--- src/logic/acr_regs.vh ---
// register map, field positions, reset values and counts for the converter control block
`ifndef ACR_REGS_VH
`define ACR_REGS_VH

// register select field carried in the top bits of a written word
`define ACR_SEL_HI 11
`define ACR_SEL_LO 10
`define ACR_SEL_CR0 2'h0
`define ACR_SEL_CR1 2'h1

// first control register fields
`define ACR_CR0_CHSEL0 3
`define ACR_CR0_CHSEL1 4
`define ACR_CR0_DIFF0 5
`define ACR_CR0_DIFF1 6
`define ACR_CR0_SCAN 7
`define ACR_CR0_TEST0 8
`define ACR_CR0_TEST1 9
`define ACR_CR0_RESET 10'h000

// second control register fields
`define ACR_CR1_SOFT_RESET 0
`define ACR_CR1_OVERRUN 1
`define ACR_CR1_TRIG_LO 2
`define ACR_CR1_TRIG_HI 3
`define ACR_CR1_STYLE 4
`define ACR_CR1_POLARITY 5
`define ACR_CR1_RW_MODE 6
`define ACR_CR1_FORMAT 7
`define ACR_CR1_OFFSET_CAL 8
`define ACR_CR1_ECHO 9
`define ACR_CR1_RESET 10'h030
// bits that act on write and are never stored
`define ACR_CR1_ACTION_MASK 10'h103

// cycles from reset until the first conversion may enter the queue
`define ACR_WARMUP_CYC 3'h5

// echo read sequence positions
`define ACR_ECHO_CR0 2'h0
`define ACR_ECHO_CR1 2'h1
`define ACR_ECHO_DONE 2'h2

// threshold tables, four 5-bit levels per channel count, code 0 in the low slot
`define ACR_TL_WIDTH 5
`define ACR_TL_1CH 20'h72081
`define ACR_TL_2CH 20'h62082
`define ACR_TL_3CH 20'h624c3
`define ACR_TL_4CH 20'h63104

`endif

--- src/logic/acr_mem.v ---
// sample queue storage with registered read data
module acr_mem #(
  parameter DW = 12,
  parameter AW = 4
) (
  input wire clock,
  input wire rst,
  input wire we,
  input wire [AW-1:0] waddr,
  input wire [DW-1:0] wdata,
  input wire [AW-1:0] raddr,
  output reg [DW-1:0] rdata
);

  reg [DW-1:0] mem [0:(1<<AW)-1];

  always @(posedge clock) begin
    if (we) begin
      mem[waddr] <= wdata;
    end
  end

  // read port follows the read pointer every cycle, so the head word is ready one cycle later
  always @(posedge clock or posedge rst) begin
    if (rst) begin
      rdata <= {DW{1'b0}};
    end else begin
      rdata <= mem[raddr];
    end
  end

endmodule // acr_mem

--- src/logic/acr_thresh.v ---
// queue fill threshold lookup from channel configuration and threshold code
`include "acr_regs.vh"

module acr_thresh (
  input wire [9:0] cr0,
  input wire [1:0] code,
  output reg [4:0] level
);

  // number of converted channels minus one; a differential pair counts as one
  function [1:0] chan_less_one;
    input [9:0] c;
    begin
      if (!c[`ACR_CR0_SCAN]) begin
        chan_less_one = 2'h0;
      end else begin
        case ({c[`ACR_CR0_DIFF1], c[`ACR_CR0_DIFF0], c[`ACR_CR0_CHSEL1], c[`ACR_CR0_CHSEL0]})
          4'h1: chan_less_one = 2'h1;
          4'h2: chan_less_one = 2'h2;
          4'h3: chan_less_one = 2'h3;
          4'h5: chan_less_one = 2'h1;
          4'h6: chan_less_one = 2'h2;
          4'h9: chan_less_one = 2'h1;
          default: chan_less_one = 2'h0;
        endcase
      end
    end
  endfunction

  reg [19:0] table_sel;

  always @* begin
    case (chan_less_one(cr0))
      2'h0: table_sel = `ACR_TL_1CH;
      2'h1: table_sel = `ACR_TL_2CH;
      2'h2: table_sel = `ACR_TL_3CH;
      default: table_sel = `ACR_TL_4CH;
    endcase
    level = table_sel[code*`ACR_TL_WIDTH +: `ACR_TL_WIDTH];
  end

endmodule // acr_thresh

--- src/logic/acr_ctrl.v ---
// converter second control register, sample queue and data-available logic
// Operation
// - bit 0 write resets registers, queue, offset
// - five cycles after reset before first sample
// - bit 1 read shows queue overrun
// - reading the register clears overrun
// - bit 1 write flushes the queue
// - bits 2-3 set threshold for ready flag
// - threshold table per channel count
// - differential or single input counts once
// - samples leave in fixed channel order
// - bit 4 picks level or pulse, reset one
// - bit 5 picks ready polarity, reset one
// - bit 6 set: write strobe becomes direction
// - bit 6 clear: separate read, write strobes
// - bit 7 picks two's complement or binary
// - bit 8 calibrates and subtracts offset
// - echo mode reads control 0 then 1
// - level flag drops on first read
// - pulse is half sample clock wide
`include "acr_regs.vh"

module acr_ctrl #(
  parameter DW = 12,
  parameter AW = 4
) (
  input wire clock,
  input wire rst,
  input wire cs0_n,
  input wire cs1,
  input wire rd_n,
  input wire wr_n,
  input wire [DW-1:0] data_in,
  output reg [DW-1:0] data_out,
  output reg data_oe_n,
  input wire sample_clock_in,
  input wire conv_valid,
  input wire [DW-1:0] conv_data,
  output reg zero_inputs,
  output reg samples_ready_flag,
  output reg fifo_overrun_flag
);

  // pin synchronisers; only the second stage is read
  reg [4:0] pin_m_r;
  reg [4:0] pin_s_r;
  reg [DW-1:0] din_m_r;
  reg [DW-1:0] din_s_r;

  always @(posedge clock or posedge rst) begin
    if (rst) begin
      pin_m_r <= 5'h0d;
      pin_s_r <= 5'h0d;
      din_m_r <= {DW{1'b0}};
      din_s_r <= {DW{1'b0}};
    end else begin
      pin_m_r <= {sample_clock_in, wr_n, rd_n, cs1, cs0_n};
      pin_s_r <= pin_m_r;
      din_m_r <= data_in;
      din_s_r <= din_m_r;
    end
  end

  wire cs0_n_s = pin_s_r[0];
  wire cs1_s = pin_s_r[1];
  wire rd_n_s = pin_s_r[2];
  wire wr_n_s = pin_s_r[3];
  wire sclk_s = pin_s_r[4];

  reg [9:0] cr0_r;
  reg [9:0] cr1_r;
  reg srst_r;
  reg rd_d_r;
  reg wr_d_r;
  reg sclk_d_r;

  wire cs_act = ~cs0_n_s & cs1_s;
  wire rw_mode = cr1_r[`ACR_CR1_RW_MODE];
  wire rd_int;
  wire wr_int;

  assign rd_int = cs_act & (rw_mode ? wr_n_s : (~rd_n_s & wr_n_s));
  assign wr_int = cs_act & (rw_mode ? ~wr_n_s : (~wr_n_s & rd_n_s));

  wire rd_go = rd_int & ~rd_d_r;
  wire wr_go = wr_int & ~wr_d_r;
  wire sclk_rise = sclk_s & ~sclk_d_r;
  wire sclk_edge = sclk_s ^ sclk_d_r;

  wire [1:0] sel = din_s_r[`ACR_SEL_HI:`ACR_SEL_LO];
  wire wr_cr0 = wr_go & (sel == `ACR_SEL_CR0);
  wire wr_cr1 = wr_go & (sel == `ACR_SEL_CR1);
  wire soft_rst_req = wr_cr1 & din_s_r[`ACR_CR1_SOFT_RESET];
  wire flush_req = wr_cr1 & din_s_r[`ACR_CR1_OVERRUN];
  wire cal_req = wr_cr1 & din_s_r[`ACR_CR1_OFFSET_CAL];
  wire echo_on = cr1_r[`ACR_CR1_ECHO];

  // queue pointers carry one extra bit to tell full from empty
  reg [AW:0] wp_r;
  reg [AW:0] rp_r;
  wire [AW:0] fill = wp_r - rp_r;
  wire q_empty = (wp_r == rp_r);
  wire q_full = (fill[AW] == 1'b1);
  wire [DW-1:0] mem_q;

  reg [1:0] echo_cnt_r;
  wire echo_rd = echo_on & (echo_cnt_r != `ACR_ECHO_DONE);
  wire pop = rd_go & ~echo_rd & ~q_empty;
  wire cr1_read = rd_go & echo_on & (echo_cnt_r == `ACR_ECHO_CR1);

  reg [2:0] warm_r;
  wire warm_done = (warm_r == `ACR_WARMUP_CYC);
  reg cal_pend_r;
  reg [DW-1:0] offset_r;
  wire take = conv_valid & warm_done;

  wire [DW-1:0] corrected = conv_data - offset_r;
  wire [DW-1:0] formatted = cr1_r[`ACR_CR1_FORMAT] ?
    {~corrected[DW-1], corrected[DW-2:0]} : corrected;
  wire push = take & ~cal_pend_r & ~q_full;
  wire overrun_evt = take & ~cal_pend_r & q_full;

  // strobe edge history and soft reset pulse
  always @(posedge clock or posedge rst) begin
    if (rst) begin
      rd_d_r <= 1'b0;
      wr_d_r <= 1'b0;
      sclk_d_r <= 1'b0;
      srst_r <= 1'b0;
    end else begin
      rd_d_r <= rd_int;
      wr_d_r <= wr_int;
      sclk_d_r <= sclk_s;
      srst_r <= soft_rst_req;
    end
  end

  // control registers; action bits are not stored
  always @(posedge clock or posedge rst) begin
    if (rst) begin
      cr0_r <= `ACR_CR0_RESET;
      cr1_r <= `ACR_CR1_RESET;
      echo_cnt_r <= `ACR_ECHO_CR0;
    end else if (srst_r) begin
      cr0_r <= `ACR_CR0_RESET;
      cr1_r <= `ACR_CR1_RESET;
      echo_cnt_r <= `ACR_ECHO_CR0;
    end else begin
      if (wr_cr0) begin
        cr0_r <= din_s_r[9:0];
      end
      if (wr_cr1 & ~soft_rst_req) begin
        cr1_r <= din_s_r[9:0] & ~`ACR_CR1_ACTION_MASK;
        echo_cnt_r <= `ACR_ECHO_CR0;
      end else if (rd_go & echo_rd) begin
        echo_cnt_r <= echo_cnt_r + 2'h1;
      end
    end
  end

  // warm-up count, calibration and offset register
  always @(posedge clock or posedge rst) begin
    if (rst) begin
      warm_r <= 3'h0;
      cal_pend_r <= 1'b0;
      offset_r <= {DW{1'b0}};
      zero_inputs <= 1'b0;
    end else if (srst_r) begin
      warm_r <= 3'h0;
      cal_pend_r <= 1'b0;
      offset_r <= {DW{1'b0}};
      zero_inputs <= 1'b0;
    end else begin
      if (!warm_done) begin
        warm_r <= warm_r + 3'h1;
      end
      if (cal_req) begin
        cal_pend_r <= 1'b1;
        zero_inputs <= 1'b1;
      end else if (take & cal_pend_r) begin
        offset_r <= conv_data;
        cal_pend_r <= 1'b0;
        zero_inputs <= 1'b0;
      end
    end
  end

  // queue pointers and overrun flag
  always @(posedge clock or posedge rst) begin
    if (rst) begin
      wp_r <= {(AW+1){1'b0}};
      rp_r <= {(AW+1){1'b0}};
      fifo_overrun_flag <= 1'b0;
    end else if (srst_r | flush_req) begin
      wp_r <= {(AW+1){1'b0}};
      rp_r <= {(AW+1){1'b0}};
      // a sample that meets a full queue in the flush cycle still counts as an overrun
      fifo_overrun_flag <= overrun_evt & ~srst_r;
    end else begin
      if (push) begin
        wp_r <= wp_r + {{AW{1'b0}}, 1'b1};
      end
      if (pop) begin
        rp_r <= rp_r + {{AW{1'b0}}, 1'b1};
      end
      if (overrun_evt) begin
        fifo_overrun_flag <= 1'b1;
      end else if (cr1_read) begin
        fifo_overrun_flag <= 1'b0;
      end
    end
  end

  acr_mem #(
    .DW(DW),
    .AW(AW)
  ) u_mem (
    .clock(clock),
    .rst(rst),
    .we(push),
    .waddr(wp_r[AW-1:0]),
    .wdata(formatted),
    .raddr(rp_r[AW-1:0]),
    .rdata(mem_q)
  );

  wire [4:0] level;

  // threshold from bits 2 and 3
  acr_thresh u_thresh (
    .cr0(cr0_r),
    .code(cr1_r[`ACR_CR1_TRIG_HI:`ACR_CR1_TRIG_LO]),
    .level(level)
  );

  // read data path: echo words first, then queue words
  always @(posedge clock or posedge rst) begin
    if (rst) begin
      data_out <= {DW{1'b0}};
      data_oe_n <= 1'b1;
    end else begin
      data_oe_n <= ~rd_int;
      if (rd_go) begin
        if (echo_rd & (echo_cnt_r == `ACR_ECHO_CR0)) begin
          data_out <= {`ACR_SEL_CR0, cr0_r};
        end else if (echo_rd) begin
          data_out <= {`ACR_SEL_CR1, cr1_r[9:2], fifo_overrun_flag, 1'b0};
        end else begin
          data_out <= mem_q;
        end
      end
    end
  end

  // ready flag: armed until threshold met, re-armed after level-many reads
  reg armed_r;
  reg avail_r;
  reg [4:0] reads_left_r;
  wire pulse_style = cr1_r[`ACR_CR1_STYLE];
  // test modes silence the flag
  wire test_on = cr0_r[`ACR_CR0_TEST0] | cr0_r[`ACR_CR0_TEST1];
  // both sides widened to one size so any queue depth compares without truncation
  wire [AW+5:0] fill_wide = {5'h00, fill};
  wire [AW+5:0] level_wide = {{(AW+1){1'b0}}, level};
  wire met = armed_r & ~test_on & (fill_wide >= level_wide);
  // pulses start on a sample clock rise so they last exactly its high half
  wire fire = met & (pulse_style ? sclk_rise : 1'b1);

  always @(posedge clock or posedge rst) begin
    if (rst) begin
      armed_r <= 1'b1;
      avail_r <= 1'b0;
      reads_left_r <= 5'h00;
    end else if (srst_r | flush_req) begin
      armed_r <= 1'b1;
      avail_r <= 1'b0;
      reads_left_r <= 5'h00;
    end else begin
      if (fire) begin
        avail_r <= 1'b1;
        armed_r <= 1'b0;
        reads_left_r <= level;
      end else begin
        if (pop & (reads_left_r != 5'h00)) begin
          reads_left_r <= reads_left_r - 5'h01;
          if (reads_left_r == 5'h01) begin
            armed_r <= 1'b1;
          end
        end
        if (~pulse_style & pop) begin
          avail_r <= 1'b0;
        end
        if (pulse_style & sclk_edge) begin
          avail_r <= 1'b0;
        end
        if (test_on) begin
          avail_r <= 1'b0;
        end
      end
    end
  end

  always @(posedge clock or posedge rst) begin
    if (rst) begin
      samples_ready_flag <= 1'b0;
    end else begin
      samples_ready_flag <= avail_r ^ ~cr1_r[`ACR_CR1_POLARITY];
    end
  end

endmodule // acr_ctrl

--- config.mk ---
export PLATFORM = sky130hd
export DESIGN_NAME = acr_ctrl
export DESIGN_NICKNAME = d
export VERILOG_FILES = /design/src/logic/acr_mem.v /design/src/logic/acr_thresh.v /design/src/logic/acr_ctrl.v
export VERILOG_INCLUDE_DIRS = /design/src /design/src/logic
export SDC_FILE = /design/constraint.sdc
export NUM_CORES = 1
export LEC_CHECK = 0
export BUFFER_PORTS_ARGS = -buffer_cell sky130_fd_sc_hd__buf_2
export CAP_MARGIN = 20
export CORE_MARGIN = 2
export CORE_UTILIZATION = 65
export DETAILED_ROUTE_END_ITERATION = 8
export PLACE_DENSITY = 0.83
export SLEW_MARGIN = 0
export SYNTH_ARGS = -nofsm -noshare
export SYNTH_HDL_FRONTEND = slang
export SYNTH_HIERARCHICAL = 1
export SYNTH_SLANG_ARGS = --single-unit
--- constraint.sdc ---
create_clock -name clock -period 6.4 [get_ports clock]
set_clock_uncertainty 0.2 [all_clocks]
set_input_delay 0.32 -clock clock [delete_from_list [all_inputs] [get_ports clock]]
set_output_delay 0.32 -clock clock [all_outputs]
set_load 0.1 [all_outputs]
==> results of run 1 <==
==> worst max path at each step <==
stage	endpoint	slack, ns	depth (start not counted)	startpoint
2_1_floorplan	u_mem/mem[0][0]	2.72	10	wp_r[0]
6_report	u_mem/mem[0][5]	2.27	10	wp_r[0]
4_1_cts	u_mem/mem[0][2]	2.41	10	wp_r[0]
5_1_grt	u_mem/mem[3][5]	2.16	10	wp_r[0]
3_5_place_dp	u_mem/mem[0][2]	2.49	10	wp_r[0]
3_3_place_gp	u_mem/mem[0][5]	2.64	10	wp_r[0]
==> state kept, by name, summed over array words and instances, names as in the netlist, 3 cells and up <==
register and count:
din_s_r 12, din_m_r 12, reads_left_r 5, warm_r 3, cr1_r 7, cr0_r 10, rp_r 5, wp_r 5
u_mem/rdata 12, u_mem/mem 192, offset_r 12, pin_s_r 5, pin_m_r 5, data_out 12
==> power groups by stage <==
stage	logic [uW]	clock network, uW	registers (uW)
after floorplan	1500	0	3230
after global placement	2490	0	2960
after detailed placement	2580	0	2970
after CTS	2630	1800	2940
after global routing	2840	1880	2970
final	2670	1780	2940
==> placed cells by master, fill, tap and decap left out, types with 15 or more instances in the layout <==
| master | instances |
|---|---|
| mux4_2 | 33 |
| xnor2_1 | 15 |
| nor2b_1 | 15 |
| buf_2 | 47 |
| dfrtp_1 | 105 |
| clkbuf_16 | 31 |
| edfxtp_1 | 192 |
| nor2_1 | 56 |
| dlygate4sd3_1 | 30 |
| buf_4 | 16 |
| inv_1 | 44 |
| mux4_1 | 15 |
| o21ai_0 | 25 |
| nand2_1 | 51 |
| a22oi_1 | 24 |
| a21oi_1 | 28 |
| mux2i_1 | 35 |
| ha_1 | 36 |
==> cell type report <==
class	instances	area, um2	area share, %
sequential	309	8710	58.2
multi-input combinational	463	4090	27.3
clock buffer	42	871	5.82
timing repair buffer	94	667	4.45
tap	265	332	2.21
inverter	45	171	1.14
clock inverter	15	139	0.927
==> metal layers <==
layer  vias to the layer above  wire length, um  part of all wire, %
li1                       3378                -                    -
met1                      3955            11200                   37
met2                       459            15200                   51
met3                        75             2400                  8.0
met4                         0             1190                  4.0
met5                         -                0                    0
==> cell families (layout without fill, tap and decap cells) <==
kind of cell,Yosys count,in the layout
AOI/OAI and AO/OA,114,114
xor gates and xnor gates,23,23
adders and majority gates,39,39
buffers and inverters,72,196
DFF,309,309
muxes,92,92
other,1,1
and+or+nand+nor,194,194
==> repair_timing <==
action | in CTS | in global routing
hold buffers | 30 | 0
hold endpoints to repair | 66 | 0
buffers inserted | 0 | 0
==> Yosys cell counts, types with 13 or more instances <==
| cell type | n | area [um2] |
|---|---|---|
| mux4_2 | 33 | 743 |
| a21oi_1 | 29 | 145 |
| dfrtp_1 | 107 | 2680 |
| xnor2_1 | 18 | 158 |
| nor2_1 | 56 | 210 |
| ha_1 | 36 | 450 |
| nand2_1 | 51 | 191 |
| edfxtp_1 | 192 | 5770 |
| clkbuf_1 | 13 | 48.8 |
| a22oi_1 | 24 | 180 |
| o21ai_0 | 25 | 125 |
| inv_1 | 45 | 169 |
| mux2i_1 | 35 | 350 |
| mux4_1 | 15 | 394 |
| nor2b_1 | 15 | 93.8 |
==> metrics by stage <==
step / power (uW) / worst slack (ns)
2_1_floorplan: 4730 / 2.72
3_3_place_gp: 5450 / 2.64
3_5_place_dp: 5550 / 2.49
4_1_cts: 7370 / 2.41
5_1_grt: 7690 / 2.16
6_report: 7390 / 2.27
==> worst register-to-register path: cells and delay by family (launching register included) <==
| family | cells | cell delay [ns] |
|---|---|---|
| AO/OA/AOI/OAI | 2 | 0.41 |
| adder cells (fa/ha/maj) | 2 | 0.57 |
| buffers and inverters | 3 | 0.43 |
| flip-flops | 1 | 0.54 |
| multiplexers | 1 | 0.27 |
| AND/OR/NAND/NOR | 2 | 1.32 |
==> qor.yml, run 1 <==
outcome: "completed"
rows: 51
synth_ff_type: "edfxtp_1"
share_comb_of_total_power_pct: 36.1
netlist_area_mm2: 0.0131
cpMostUsedCell: "inv_1"
hold_depth: 4
fin_tns_setup_ns: 0
gr-total-overflow: 0
vias: 7867
cp_slowest_cell: "nor3_2"
rsz0062_at_grt: "false"
cts_resized: 0
synth_edf_count: 192
cp.arrival_ns: 4.10
min_from: "conv_valid"
cts_root_buffer: "clkbuf_16"
initial_core_util_pct: 66.8
slew_headroom_pct: 27.2
area_delta_synth_final_pct: 14.4
drt_iter0_drc: 736
netlist_instances: 844
synth-simple-area-share_pct: 7.52
fin_crit_sh_pct: 64.5
cp_max_fo: 12
portBuffers: 47
final_cells: 1233
synthesis.nets: 914
crit-reg2reg-capture: "u_mem/mem[0][5]"
clkSinkCount: 309
async_reset_ff_share_pct: 37.9
synthAdderAreaFrac_pct: 3.83
place_inst: 1138
clock_power_share_pct: 24.0
grt_pass1_wl_um: 46600
insertion_delay_ns: 0.56
drtAntennaViolNets: 0
core-area_mm2: 0.0196
numCtsBuffers: 31
crit_buf_inv: 3
hp-class: "in2reg"
p_per_area_mw_per_mm2: 494
routedWlPerCell_um: 24.3
p_int_uw: 4640
r2r_cells: 10
tightest_slew_ns: 1.09
placed_area_mm2: 0.0136
fmax_mhz: 242
critPathKind: "reg2reg"
ys_warn_count: 6
grt_max_degree: 81
switchingPower_uw: 2750
drc: 0
met2_usage_pct: 49.5
die_h_um: 146
final_nets: 1014
cp-start-kind: "register"
antenna_found_initial: 0
post-dp-hpwl_um: 18100
hold_ws_ns: 0.112
required_ns: 6.37
use_met1_pct: 38.3
cp_cell_sequence: "inv_1, ha_1, inv_1, fa_1, a21o_1, a21o_1, mux2i_2, inv_1, or3b_1, nor3_2"
setup_viol: 0
cap_violations: 0
die_area_mm2: 0.0213
gp_congestion: 0.830
synth-xor-area-share_pct: 1.54
dr.pass1.iters: 5
regToRegStartpoint: "wp_r[0]"
grt_pass1_vias: 8034
cts_tree: "done"
max_stage_delay_ns: 0.84
cts.htree.levels: 1
n_fill_cell: 1075
ir_drop_uv: 377
finalCriticalPeriod_ns: 4.13
drive_above_1_share_pct: 19.0
cpLargestDelayFamily: "simple AND/OR/NAND/NOR gates"
fin_util_pct: 76.4
clk_path_buf_depth: 3
track_usage_pct: 29.0
synth.area.mux_share_pct: 12.3
synth_compound_area_share_pct: 5.61
die_x_um: 146
hold_viol: 0
synth_area_per_cell_um2: 15.5
end_kind: "register"
p_seq_share_pct: 39.8
power.leakage_uw: 0.00595
routed_wl_um: 29900
r2r_setup_slack_ns: 2.27
gr-usage-met3_pct: 4.17
synth.distinct_cells: 66
drv_slew: 0
seq_area_frac_synth_pct: 66.5
gr-max-usage-layer: "met2"
min_to: "cal_pend_r"
pin_count: 48
design_area_mm2: 0.0150
synth-seq-cells: 309
switching_share_pct: 37.2
viasPerCell: 6.38
clkTransAtPathRegs_ns: 0.07
antennaDiodeCount: 0
synth_top_family_by_area: "multiplexers"
(Power assumes the default switching activity.)
==> run 2: changes to the inputs <==
--- a/config.mk
+++ b/config.mk
@@ -9,9 +9,9 @@
 export BUFFER_PORTS_ARGS = -buffer_cell sky130_fd_sc_hd__buf_2
 export CAP_MARGIN = 20
 export CORE_MARGIN = 2
-export CORE_UTILIZATION = 65
+export CORE_UTILIZATION = 56
 export DETAILED_ROUTE_END_ITERATION = 8
-export PLACE_DENSITY = 0.83
+export PLACE_DENSITY = 0.76
 export SLEW_MARGIN = 0
 export SYNTH_ARGS = -nofsm -noshare
 export SYNTH_HDL_FRONTEND = slang
==> constraint.sdc (replaced) <==
create_clock -name clock -period 3.6 [get_ports clock]
set_clock_uncertainty 0.2 [all_clocks]
set_input_delay 0.18 -clock clock [delete_from_list [all_inputs] [get_ports clock]]
set_output_delay 0.18 -clock clock [all_outputs]
set_load 0.1 [all_outputs]
==> run 2 against run 1 <==
  * Die area up 16%
  * Non-clock buffer count up 22
  * Sequential power up 75%
  * Setup slack worse by 2.0 ns
  * Via count down 5.1%
  * Design area up 1.4%
  * First-iteration DRC count down 0.95%
  * Flip-flop and latch count unchanged
  * Register-to-register slack worse by 2.0 ns
  * Clock power up 76%
  * Global-route usage down 6.5 points
  * Routed wire length down 11%
  * Largest power group unchanged
==> qor.yml, run 2 (synthesis results as in run 1) <==
numCtsBuffers: 31  # unchanged
ir_drop_uv: 691  # +83%
hp-class: "in2reg"
rows: 55  # +7.8%
clkTransAtPathRegs_ns: 0.06  # about the same
pin_count: 48  # unchanged
drv_slew: 0  # unchanged
cp-start-kind: "register"
critPathKind: "reg2reg"
drc: 0  # unchanged
grt_max_degree: 68  # -16%
cpMostUsedCell: "inv_1"
routed_wl_um: 26600  # -11%
grt_pass1_wl_um: 42000  # -9.9%
drtAntennaViolNets: 0  # unchanged
cap_violations: 0  # unchanged
fin_tns_setup_ns: 0  # unchanged
cpLargestDelayFamily: "simple AND/OR/NAND/NOR gates"
insertion_delay_ns: 0.56  # about the same
final_nets: 1036  # +2.2%
core-area_mm2: 0.0228  # +16%
mostFrequentLayoutCells: "edfxtp_1, dfrtp_1, nor2_1"
cts_tree: "done"
rsz0062_at_grt: "false"
max_stage_delay_ns: 0.81  # -0.03 ns
area_delta_synth_final_pct: 16.0
dr.pass1.iters: 5  # unchanged
cp_cell_sequence: "inv_1, ha_1, inv_1, fa_1, a21o_1, a21o_1, mux2i_2, inv_1, nand3b_1, nor3_2"
gp_congestion: 0.872  # +5.1%
antennaDiodeCount: 0  # unchanged
fin_crit_sh_pct: 91.7  # +27 points
regMostFlops: "u_mem/mem"
largest_reg_flops: 192  # unchanged
setup_viol: 0  # unchanged
drt_iter0_drc: 729  # -0.95%
place_inst: 1211  # +6.4%
cts_root_buffer: "clkbuf_16"
fmax_mhz: 303  # +25%
multi_input_comb_area_mm2: 0.00406  # -0.70%
clkSinkCount: 309  # unchanged
end_kind: "register"
register_area_mm2: 0.00871  # unchanged
viasPerCell: 5.72  # -10%
routedWlPerCell_um: 20.4  # -16%
die_area_mm2: 0.0246  # +16%
finalCriticalPeriod_ns: 3.30  # -0.828 ns
die_x_um: 157  # +7.5%
clk_path_buf_depth: 3  # unchanged
post-dp-hpwl_um: 17000  # -6.2%
grt_pass1_vias: 7532  # -6.2%
cp_slowest_cell: "nor3_2"
vias: 7462  # -5.1%
tightest_slew_ns: 1.05  # -0.0429 ns
p_per_area_mw_per_mm2: 849  # +72%
power.leakage_uw: 0.00606  # +1.8%
final_cells: 1304  # +5.8%
outcome: "completed"
antenna_found_initial: 2  # +2
drive_above_1_share_pct: 20.5  # +1.5 points
crit_buf_inv: 3  # unchanged
track_usage_pct: 22.5  # -6.5 points
final_common_cell: "edfxtp_1"
n_fill_cell: 1527  # +42%
cp_max_fo: 12  # unchanged
portBuffers: 47  # unchanged
required_ns: 3.58  # -2.79 ns
slew_headroom_pct: 30.1  # +2.9 points
initial_core_util_pct: 57.4  # -9.3 points
cp.arrival_ns: 3.28  # -0.82 ns
die_h_um: 157  # +7.5%
hold_viol: 0  # unchanged
cts.htree.levels: 1  # unchanged
gr-total-overflow: 0  # unchanged
## run 2: final cells by class
type / instances / area share, %
Clock buffer: 49 / 6.17
Clock inverter: 9 / 0.519
Inverter: 45 / 1.13
Multi-Input combinational cell: 463 / 26.7
Sequential cell: 309 / 57.4
Tap cell: 313 / 2.58
Timing Repair Buffer: 116 / 5.49
## run 2: worst paths after layout
check                      startpoint         endpoint  slack (ns)  cells after the start
max in group asynchronous         rst      offset_r[9]        2.22                      4
min in group asynchronous         rst      data_out[1]        0.15                      3
setup / recovery              wp_r[0]  u_mem/mem[8][8]        0.30                     10
hold / removal             data_in[2]       din_m_r[2]        0.06                      2
hold reg to reg            din_m_r[0]       din_s_r[0]        0.15                      0
setup reg to reg              wp_r[0]  u_mem/mem[8][8]        0.30                     10
## run 2: where the power goes
group | internal (uW) | switching [uW] | leakage [uW] | total (uW)
registers | 4890 | 245 | 0.00313 | 5140
clock network | 1850 | 1280 | 0.000508 | 3130
logic | 1590 | 3020 | 0.00242 | 4610
## run 2: through the flow
stage,setup slack [ns],hold WS [ns],total power [uW],area (um2),util (%)
3_3_place_gp,0.418,0.0307,9580,13800,60.6
4_1_cts,0.281,0.0484,12900,15200,66.5
5_1_grt,0.0555,0.0569,13600,15200,66.6
6_report,0.300,0.0610,12900,15200,66.6
2_1_floorplan,0.171,-0.155,8410,13100,-
3_5_place_dp,0.326,0.0447,9720,13800,60.7
## run 2: worst register-to-register path, delay by kind of cell, from the launching register on
kind / cells / cell delay, ns
AND/OR/NAND/NOR: 2 / 0.98
buffers and inverters: 3 / 0.28
AO/OA/AOI/OAI: 2 / 0.38
adder cells (fa/ha/maj): 2 / 0.56
multiplexers: 1 / 0.16
flip-flops: 1 / 0.38
## run 2: per-layer routing
metal	global-route usage, %	routed length [um]	vias to the layer above	share of wire (%)
met5	0	0	-	0
met1	30.2	11200	3747	42
li1	-	-	3417	-
met3	4.35	1690	50	6.3
met2	37.2	13000	248	49
met4	7.43	734	0	2.8
## run 2: what timing repair did
| item | 4_1_cts | 5_1_grt |
|---|---|---|
| gates resized for setup | 0 | 0 |
| buffers inserted | 0 | 0 |
| hold endpoints to repair | 97 | 0 |
| hold buffers | 32 | 0 |
